<file path="src/core/ebtz_defs.svh">
// register offsets, field positions and codes of the 8-bit timer 0
`ifndef EBTZ_DEFS_SVH
`define EBTZ_DEFS_SVH
`define EBTZ_CTRL_OFS 8'hb0
`define EBTZ_REF_OFS 8'hb4
`define EBTZ_CNT_OFS 8'hb8
`define EBTZ_IEN_OFS 8'hbc
`define EBTZ_IRQ_OFS 8'hc0
`define EBTZ_CAP_OFS 8'hc4
`define EBTZ_CTRL_RST 8'h00
`define EBTZ_BYTE_RST 8'h00
`define EBTZ_WID_BIT 7
`define EBTZ_MS_HI 6
`define EBTZ_MS_LO 5
`define EBTZ_CC_BIT 4
`define EBTZ_CS_HI 3
`define EBTZ_MIR_BIT 7
`define EBTZ_OVR_BIT 6
`define EBTZ_CAP_FALL_BIT 0
`define EBTZ_CS_STOP 4'h0
`define EBTZ_CS_EC_RISE 4'h5
`define EBTZ_CS_EC_FALL 4'h6
`define EBTZ_CS_SUB 4'h7
`define EBTZ_CNT_MAX 8'hff
`endif

</file>
<file path="src/core/ebtz_pkg.sv">
// types shared by the timer 0 files
package ebtz_pkg;
  typedef logic [7:0] ebtz_byte_t;
  typedef enum logic [1:0] {
    EBTZ_INTERVAL = 2'h0,
    EBTZ_PWM = 2'h1,
    EBTZ_CAPTURE = 2'h2
  } ebtz_mode_e;
endpackage

</file>
<file path="src/core/ebtz_timer.sv">
// 8-bit timer 0 with APB register access
//
// Implementation choice: the APB interface to the registers.
`timescale 1ns/1ps
`include "ebtz_defs.svh"
// ----------------------------------------------------------------
// Notes on behaviour
// an 8-bit up-counter compared against an 8-bit reference value
// control register selects interval, capture or pulse width modes
// interval mode toggles the toggle output on every match
// capture mode fires on a configured rising or falling capture edge
// match request forwarded only while match enable bit 7 is one
// match flag bit 7 set on match, cleared when serviced
// overflow request forwarded only while overflow enable bit 6 is one
// overflow flag bit 6 set on overflow, cleared when serviced
// clock select 0101 counts rising edges of the external count input
// clock select 0110 counts falling edges of the external count input
// clock select 0111 counts on the sub clock
// software sets counter clear after writing the reference data
// counter is compared with a buffer copy of the reference
// buffer reloads on counter clear, overflow flag and match flag
// 0000 stops, 0001-0100 reserved, 1xxx divide system clock 2..2048
// counter clear zeroes the counter and returns to zero itself
// ----------------------------------------------------------------
module ebtz_timer
  import ebtz_pkg::*;
(
  input wire logic clk,
  input wire logic rstn,
  input wire logic psel,
  input wire logic penable,
  input wire logic pwrite,
  input wire logic [7:0] paddr,
  input wire logic [31:0] pwdata,
  output logic [31:0] prdata,
  output logic pready,
  output logic pslverr,
  input wire logic external_count_input,
  input wire logic sub_clock,
  input wire logic capture_input_pin,
  input wire logic svc_match,
  input wire logic svc_ovf,
  output logic toggle_output_pin,
  output logic pwm_output_pin,
  output logic match_irq_q,
  output logic overflow_irq_q,
  output logic irq
);
  // ----------------------------------------------------------------
  // pin synchronisers
  // ----------------------------------------------------------------
  logic ec_s1_q, ec_s2_q, ec_s3_q;
  logic sub_s1_q, sub_s2_q, sub_s3_q;
  logic cap_s1_q, cap_s2_q, cap_s3_q;

  always_ff @(posedge clk or negedge rstn) begin
    if (!rstn) begin
      {ec_s1_q, ec_s2_q, ec_s3_q} <= 3'h0;
      {sub_s1_q, sub_s2_q, sub_s3_q} <= 3'h0;
      {cap_s1_q, cap_s2_q, cap_s3_q} <= 3'h0;
    end else begin
      {ec_s1_q, ec_s2_q, ec_s3_q} <= {external_count_input, ec_s1_q, ec_s2_q};
      {sub_s1_q, sub_s2_q, sub_s3_q} <= {sub_clock, sub_s1_q, sub_s2_q};
      {cap_s1_q, cap_s2_q, cap_s3_q} <= {capture_input_pin, cap_s1_q, cap_s2_q};
    end
  end

  wire ec_rise = ec_s2_q & ~ec_s3_q;
  wire ec_fall = ~ec_s2_q & ec_s3_q;
  wire sub_rise = sub_s2_q & ~sub_s3_q;
  wire cap_rise = cap_s2_q & ~cap_s3_q;
  wire cap_fall = ~cap_s2_q & cap_s3_q;

  // ----------------------------------------------------------------
  // registers
  // ----------------------------------------------------------------
  ebtz_byte_t ctrl_q;
  ebtz_byte_t ref_q;
  ebtz_byte_t buf_q;
  ebtz_byte_t cnt_q;
  ebtz_byte_t cnt_d;
  logic [1:0] ien_q;
  logic [1:0] req_q;
  logic [1:0] req_d;
  logic cap_fall_q;
  logic clr_q;
  logic pready_q;

  // ----------------------------------------------------------------
  // apb decode
  // ----------------------------------------------------------------
  wire setup = psel & ~penable;
  wire wr_en = psel & penable & pready_q & pwrite;
  wire hit_ctrl = (paddr == `EBTZ_CTRL_OFS);
  wire hit_ref = (paddr == `EBTZ_REF_OFS);
  wire hit_cnt = (paddr == `EBTZ_CNT_OFS);
  wire hit_ien = (paddr == `EBTZ_IEN_OFS);
  wire hit_irq = (paddr == `EBTZ_IRQ_OFS);
  wire hit_cap = (paddr == `EBTZ_CAP_OFS);
  wire mapped = hit_ctrl | hit_ref | hit_cnt | hit_ien | hit_irq | hit_cap;
  wire wr_ctrl = wr_en & hit_ctrl;
  wire wr_ref = wr_en & hit_ref;
  wire wr_ien = wr_en & hit_ien;
  wire wr_irq = wr_en & hit_irq;
  wire wr_cap = wr_en & hit_cap;
  wire [1:0] req_pair = {pwdata[`EBTZ_MIR_BIT], pwdata[`EBTZ_OVR_BIT]};

  function automatic ebtz_byte_t hi_pair(input logic [1:0] p);
    return {p, 6'h00};
  endfunction

  wire [7:0] rd_byte =
    hit_ctrl ? ctrl_q :
    hit_ref ? ref_q :
    hit_cnt ? cnt_q :
    hit_ien ? hi_pair(ien_q) :
    hit_irq ? hi_pair(req_q) :
    hit_cap ? {7'h00, cap_fall_q} : 8'h00;

  // zero-wait slave: pready rises in the first access cycle
  always_ff @(posedge clk or negedge rstn) begin
    if (!rstn) begin
      pready_q <= 1'b0;
      prdata <= 32'h0000_0000;
      pslverr <= 1'b0;
    end else begin
      pready_q <= setup;
      if (setup) begin
        prdata <= {24'h000000, rd_byte};
        pslverr <= ~mapped;
      end
    end
  end

  assign pready = pready_q;

  // ----------------------------------------------------------------
  // mode and count clock selection
  // ----------------------------------------------------------------
  wire [3:0] cs = ctrl_q[`EBTZ_CS_HI:0];
  wire [1:0] ms = ctrl_q[`EBTZ_MS_HI:`EBTZ_MS_LO];
  wire is_pwm = (ms == EBTZ_PWM);
  wire is_cap = ms[1];
  wire is_int = (ms == EBTZ_INTERVAL);
  wire pre_tick;

  ebtz_prescale u_pre (
    .clk(clk),
    .rstn(rstn),
    .div_sel(cs[2:0]),
    .tick_q(pre_tick)
  );

  // reserved codes behave as stop
  wire tick =
    (cs == `EBTZ_CS_EC_RISE) ? ec_rise :
    (cs == `EBTZ_CS_EC_FALL) ? ec_fall :
    (cs == `EBTZ_CS_SUB) ? sub_rise :
    cs[3] ? pre_tick : 1'b0;

  // ----------------------------------------------------------------
  // counter events
  // ----------------------------------------------------------------
  wire at_match = (cnt_q == buf_q);
  wire at_top = (cnt_q == `EBTZ_CNT_MAX);
  wire cap_ev = is_cap & (cap_fall_q ? cap_fall : cap_rise);
  wire match_ev = tick & ~is_cap & at_match & ~clr_q & ~cap_ev;
  wire ovf_ev = tick & at_top & ~clr_q & ~cap_ev & ~(is_int & at_match);
  wire buf_load = clr_q | ovf_ev | match_ev;

  always_comb begin
    cnt_d = cnt_q;
    if (clr_q || cap_ev) begin
      cnt_d = 8'h00;
    end else if (match_ev && is_int) begin
      cnt_d = 8'h00;
    end else if (tick) begin
      cnt_d = cnt_q + 8'h01;
    end
  end

  // a flag set by hardware wins over a service or a one-write
  wire [1:0] req_set = {match_ev, ovf_ev};
  wire [1:0] req_clr = ({svc_match, svc_ovf} | ({2{wr_irq}} & req_pair));
  assign req_d = req_set | (req_q & ~req_clr);

  // ----------------------------------------------------------------
  // state
  // ----------------------------------------------------------------
  always_ff @(posedge clk or negedge rstn) begin
    if (!rstn) begin
      ctrl_q <= `EBTZ_CTRL_RST;
      clr_q <= 1'b0;
    end else begin
      // clear bit never stored, it reads back zero
      if (wr_ctrl) begin
        ctrl_q <= pwdata[7:0] & ~(8'h01 << `EBTZ_CC_BIT);
      end
      clr_q <= wr_ctrl & pwdata[`EBTZ_CC_BIT];
    end
  end

  // a register write outranks a capture landing in the same cycle
  always_ff @(posedge clk or negedge rstn) begin
    if (!rstn) begin
      ref_q <= `EBTZ_BYTE_RST;
    end else if (wr_ref) begin
      ref_q <= pwdata[7:0];
    end else if (cap_ev) begin
      ref_q <= cnt_q;
    end
  end

  always_ff @(posedge clk or negedge rstn) begin
    if (!rstn) begin
      buf_q <= `EBTZ_BYTE_RST;
      cnt_q <= `EBTZ_BYTE_RST;
    end else begin
      if (buf_load) begin
        buf_q <= ref_q;
      end
      cnt_q <= cnt_d;
    end
  end

  always_ff @(posedge clk or negedge rstn) begin
    if (!rstn) begin
      ien_q <= 2'h0;
      req_q <= 2'h0;
      cap_fall_q <= 1'b0;
    end else begin
      if (wr_ien) begin
        ien_q <= req_pair;
      end
      if (wr_cap) begin
        cap_fall_q <= pwdata[`EBTZ_CAP_FALL_BIT];
      end
      req_q <= req_d;
    end
  end

  // ----------------------------------------------------------------
  // pins and interrupt outputs
  // ----------------------------------------------------------------
  always_ff @(posedge clk or negedge rstn) begin
    if (!rstn) begin
      toggle_output_pin <= 1'b0;
      pwm_output_pin <= 1'b0;
      match_irq_q <= 1'b0;
      overflow_irq_q <= 1'b0;
      irq <= 1'b0;
    end else begin
      if (match_ev && is_int) begin
        toggle_output_pin <= ~toggle_output_pin;
      end
      // high while the buffer copy of the reference exceeds the count
      pwm_output_pin <= is_pwm & (buf_q > cnt_q);
      match_irq_q <= req_q[1] & ien_q[1];
      overflow_irq_q <= req_q[0] & ien_q[0];
      irq <= |(req_q & ien_q);
    end
  end
endmodule

</file>
<file path="src/core/ebtz_prescale.sv">
// system clock prescaler giving one-cycle count ticks
`timescale 1ns/1ps
module ebtz_prescale
  import ebtz_pkg::*;
#(
  parameter int DW = 11
) (
  input wire logic clk,
  input wire logic rstn,
  input wire logic [2:0] div_sel,
  output logic tick_q
);
  logic [DW-1:0] div_q;
  wire [DW-1:0] div_mask;

  // divide by 2,4,8,16,32,128,512,2048
  function automatic logic [DW-1:0] mask_of(input logic [2:0] s);
    logic [DW-1:0] m;
    m = '0;
    case (s)
      3'h0: m = 11'h001;
      3'h1: m = 11'h003;
      3'h2: m = 11'h007;
      3'h3: m = 11'h00f;
      3'h4: m = 11'h01f;
      3'h5: m = 11'h07f;
      3'h6: m = 11'h1ff;
      default: m = 11'h7ff;
    endcase
    return m;
  endfunction

  assign div_mask = mask_of(div_sel);

  always_ff @(posedge clk or negedge rstn) begin
    if (!rstn) begin
      div_q <= '0;
      tick_q <= 1'b0;
    end else begin
      div_q <= div_q + 11'h001;
      tick_q <= ((div_q & div_mask) == div_mask);
    end
  end
endmodule

</file>
<file path="config.mk">
export PLATFORM = sky130hd
export DESIGN_NAME = ebtz_timer
export DESIGN_NICKNAME = d
export VERILOG_FILES = /design/src/core/ebtz_pkg.sv /design/src/core/ebtz_timer.sv /design/src/core/ebtz_prescale.sv
export VERILOG_INCLUDE_DIRS = /design/src /design/src/core
export SDC_FILE = /design/constraint.sdc
export NUM_CORES = 1
export LEC_CHECK = 0
export BUFFER_PORTS_ARGS = -buffer_cell sky130_fd_sc_hd__buf_2
export CORE_UTILIZATION = 48
export DETAILED_ROUTE_END_ITERATION = 10
export PLACE_DENSITY = 0.73
export SLEW_MARGIN = 20
export SYNTH_ARGS = -nofsm -noshare
export SYNTH_HDL_FRONTEND = slang
export SYNTH_SLANG_ARGS = --single-unit
</file>
<file path="constraint.sdc">
create_clock -name clk -period 3.6 [get_ports clk]
set_clock_uncertainty 0.15 [all_clocks]
set_input_delay 0.54 -clock clk [delete_from_list [all_inputs] [get_ports clk]]
set_output_delay 0.54 -clock clk [all_outputs]
set_load 0.02 [all_outputs]
</file>
==> results.toml <==
[power]
power.internal_uw = 1170
pwr-share-seq_pct = 52.5
power.density_nw_per_um2 = 396
combPwrFrac_pct = 10.5
vdd_ir_drop_max_mv = 0.330
switching_power_uw = 455
p_sw_share_pct = 28.0
clock_power_share_pct = 37.0
p_leak_uw = 0.00194

[logic_synthesis]
synth-edff-count = 0
syn_inst = 356
async_flop_share_pct = 100
synth.avg_cell_area_sq_um = 10.4
ys_seq_elements = 73
synth.distinct_cells = 59
seq_area_frac_synth_pct = 49.5
yosys_most_used_dff = "dfrtp_1"
synth_area_sq_um = 3690
ys_warn_count = 0

[floorplanning]
die_h_microns = 89.7
die_x_microns = 89.7
io_pins = 89
start_util_pct = 50.4
num_rows = 31
core_area_sq_um = 7330
fp.dieArea_sq_um = 8050

[routing]
dr_wl_met2_microns = 3600
wl_per_cell_microns = 15.5
drc = 0
first_pass_iters = 5
wl_met3_microns = 494
postRouteAntennaNets = 0
vias_per_cell = 5.46
topRoutingLayerUsed = "met4"
drt_iter0_markers = 316
wl_microns = 7810
dr_total_vias = 2753
wl_met1_microns = 3560

[clocking]
cts.sinks = 73
cts_tree = "yes"
cts_buffers = 9
ctsHoldBuffers = 0
postCtsSetupRepairBufs = 0
cts.path.max_buffers = 2
root_buffer = "clkbuf_8"
ctsResizeCount = 0
worst_skew_pair.late_latency_ps = 350
clk_pin_slew_ps = 80
htreeDepth = 3

[layout]
fin_nets = 460
n_antenna_cell = 0
drive_gt1_share_pct = 21.5
final_cells = 504
area_growth_pct = 10.8

[placement]
place_inst = 488
place_congestion = 0.896
dp_slack_ps = 1070
dp_hpwl_microns = 5830
portBuffers = 40

[setup_path]
cp-end-kind = "register"
start_kind = "register"
critical_path_required_ps = 3690
worstSetupPathType = "reg -> reg"
crit_fanout = 8
cp.arrival_ps = 2670

[global_routing]
grt_pass1_wl_microns = 13300
overflow = 0
grt_max_degree = 40
grt_usage_pct = 21.2
grt_pass1_vias = 2715
antenna_found_initial = 0

[sta]
rsz0062_at_grt = "no"
worst_slew_pin_slew_ps = 855
drv_slew = 0
slew_headroom_pct = 43.0
period_minus_slack_ps = 2580
finalHoldViolCount = 0
fin_ws_ps = 1020
setup_tns_ps = 0
whs_ps = 134
period_share_pct = 71.7
max_freq_ghz = 0.388
finalSetupViolCount = 0

[outcome]
status = "complete, no violations"

[worst_hold_path]
hold_path.class = "in -> reg"

[run]
drv_cap = 0
[synthesized netlist by cell type, types with 3 or more instances]
master,n,area share [%]
buf_4,24,4.9
a21oi_1,22,3.0
a21o_1,3,0.61
and3_1,3,0.51
nor2b_1,3,0.51
inv_1,15,1.5
or3_1,4,0.68
o32ai_1,4,0.95
xnor2_1,6,1.4
and2_1,4,0.68
clkbuf_1,5,0.51
mux2_2,15,4.6
mux2i_1,8,2.2
nand4_1,7,1.2
nand2b_1,4,0.68
nor2_1,20,2.0
dfrtp_1,73,49
o31ai_1,3,0.61
nand2_1,32,3.3
xor2_1,4,0.95
ha_1,10,3.4
nand3_1,12,1.6
nor3_1,6,0.81
o21ai_0,23,3.1
[critical path, cell delays in order, from the launching register on]
cell	delay, ps
dfrtp_1	420
inv_1	110
ha_1	340
nand4_1	150
nor3_1	480
o21bai_1	250
a31oi_4	220
mux2_4	340
[area by class of cell]
class                      instances  area [sq um]
clock inverter                     6          48.8
sequential                        73          1830
multi-input combinational        257          1670
tap                               99           124
clock buffer                      10           138
fill                             662          3240
inverter                          15          56.3
timing repair buffer              44           230
[layout by cell type (no fill, tap or decap), types with 8 or more instances in the layout]
cell      synthesis  final
dfrtp_1          73     73
buf_2             2     40
nand2_1          32     32
conb_1            1     24
o21ai_0          23     23
a21oi_1          22     22
nor2_1           20     20
inv_1            15     15
mux2_2           15     15
nand3_1          12     12
ha_1             10     10
clkbuf_8          0     10
mux2i_1           8      8
[per-stage QoR]
| step | util, % | power (uW) | area, sq um |
|---|---|---|---|
| 4_1_cts | 55.8 | 1640 | 4090 |
| 5_1_grt | 55.8 | 1700 | 4090 |
| 2_1_floorplan | - | 996 | 3780 |
| 3_3_place_gp | 53.3 | 1030 | 3910 |
| 6_report | 55.8 | 1620 | 4090 |
| 3_5_place_dp | 53.3 | 1040 | 3910 |
[path summary, 6_finish.rpt]
path	depth (start not counted)	slack, ps	from	end
worst min register to register	0	210	sub_s1_q	sub_s2_q
worst max-delay path	7	1020	cnt_q[5]	buf_q[6]
worst min-delay path	1	130	external_count_input	ec_s1_q
worst max register to register	7	1020	cnt_q[5]	buf_q[6]
max in group asynchronous	2	2380	rstn	u_pre.div_q[5]
min in group asynchronous	1	140	rstn	ctrl_q[5]
[layer usage]
metal  track usage (%)  vias up
met3              5.75       16
met1              29.1     1328
li1                  -     1303
met4              6.69        0
met2              32.9      106
met5                 0        -
[registers in the layout, indices dropped and copies added, names as in the netlist, 2 cells and up]
| name | count |
|---|---|
| buf_q | 8 |
| cnt_q | 8 |
| prdata | 8 |
| req_q | 2 |
| ref_q | 8 |
| u_pre.div_q | 11 |
| ctrl_q | 7 |
| ien_q | 2 |
[power groups by stage]
stage	registers (uW)	logic, uW	clock network [uW]
floorplan	868	128	0
finish	851	171	600
CTS	851	170	618
global route	854	192	655
detailed placement	868	169	0
global placement	866	168	0
[cell families (layout without fill, tap and decap cells)]
kind of cell | after synthesis | count (layout) | share of synthesized area, %
AO/OA/AOI/OAI | 77 | 77 | 13.9
XOR/XNOR | 10 | 10 | 2.37
adder cells (fa/ha/maj) | 10 | 10 | 3.39
buffers and inverters | 49 | 75 | 7.72
flip-flops | 73 | 73 | 49.5
multiplexers | 25 | 25 | 7.55
other | 1 | 24 | 0.102
AND/OR/NAND/NOR | 111 | 111 | 15.5
No activity file was read; power rests on OpenSTA's default activity.
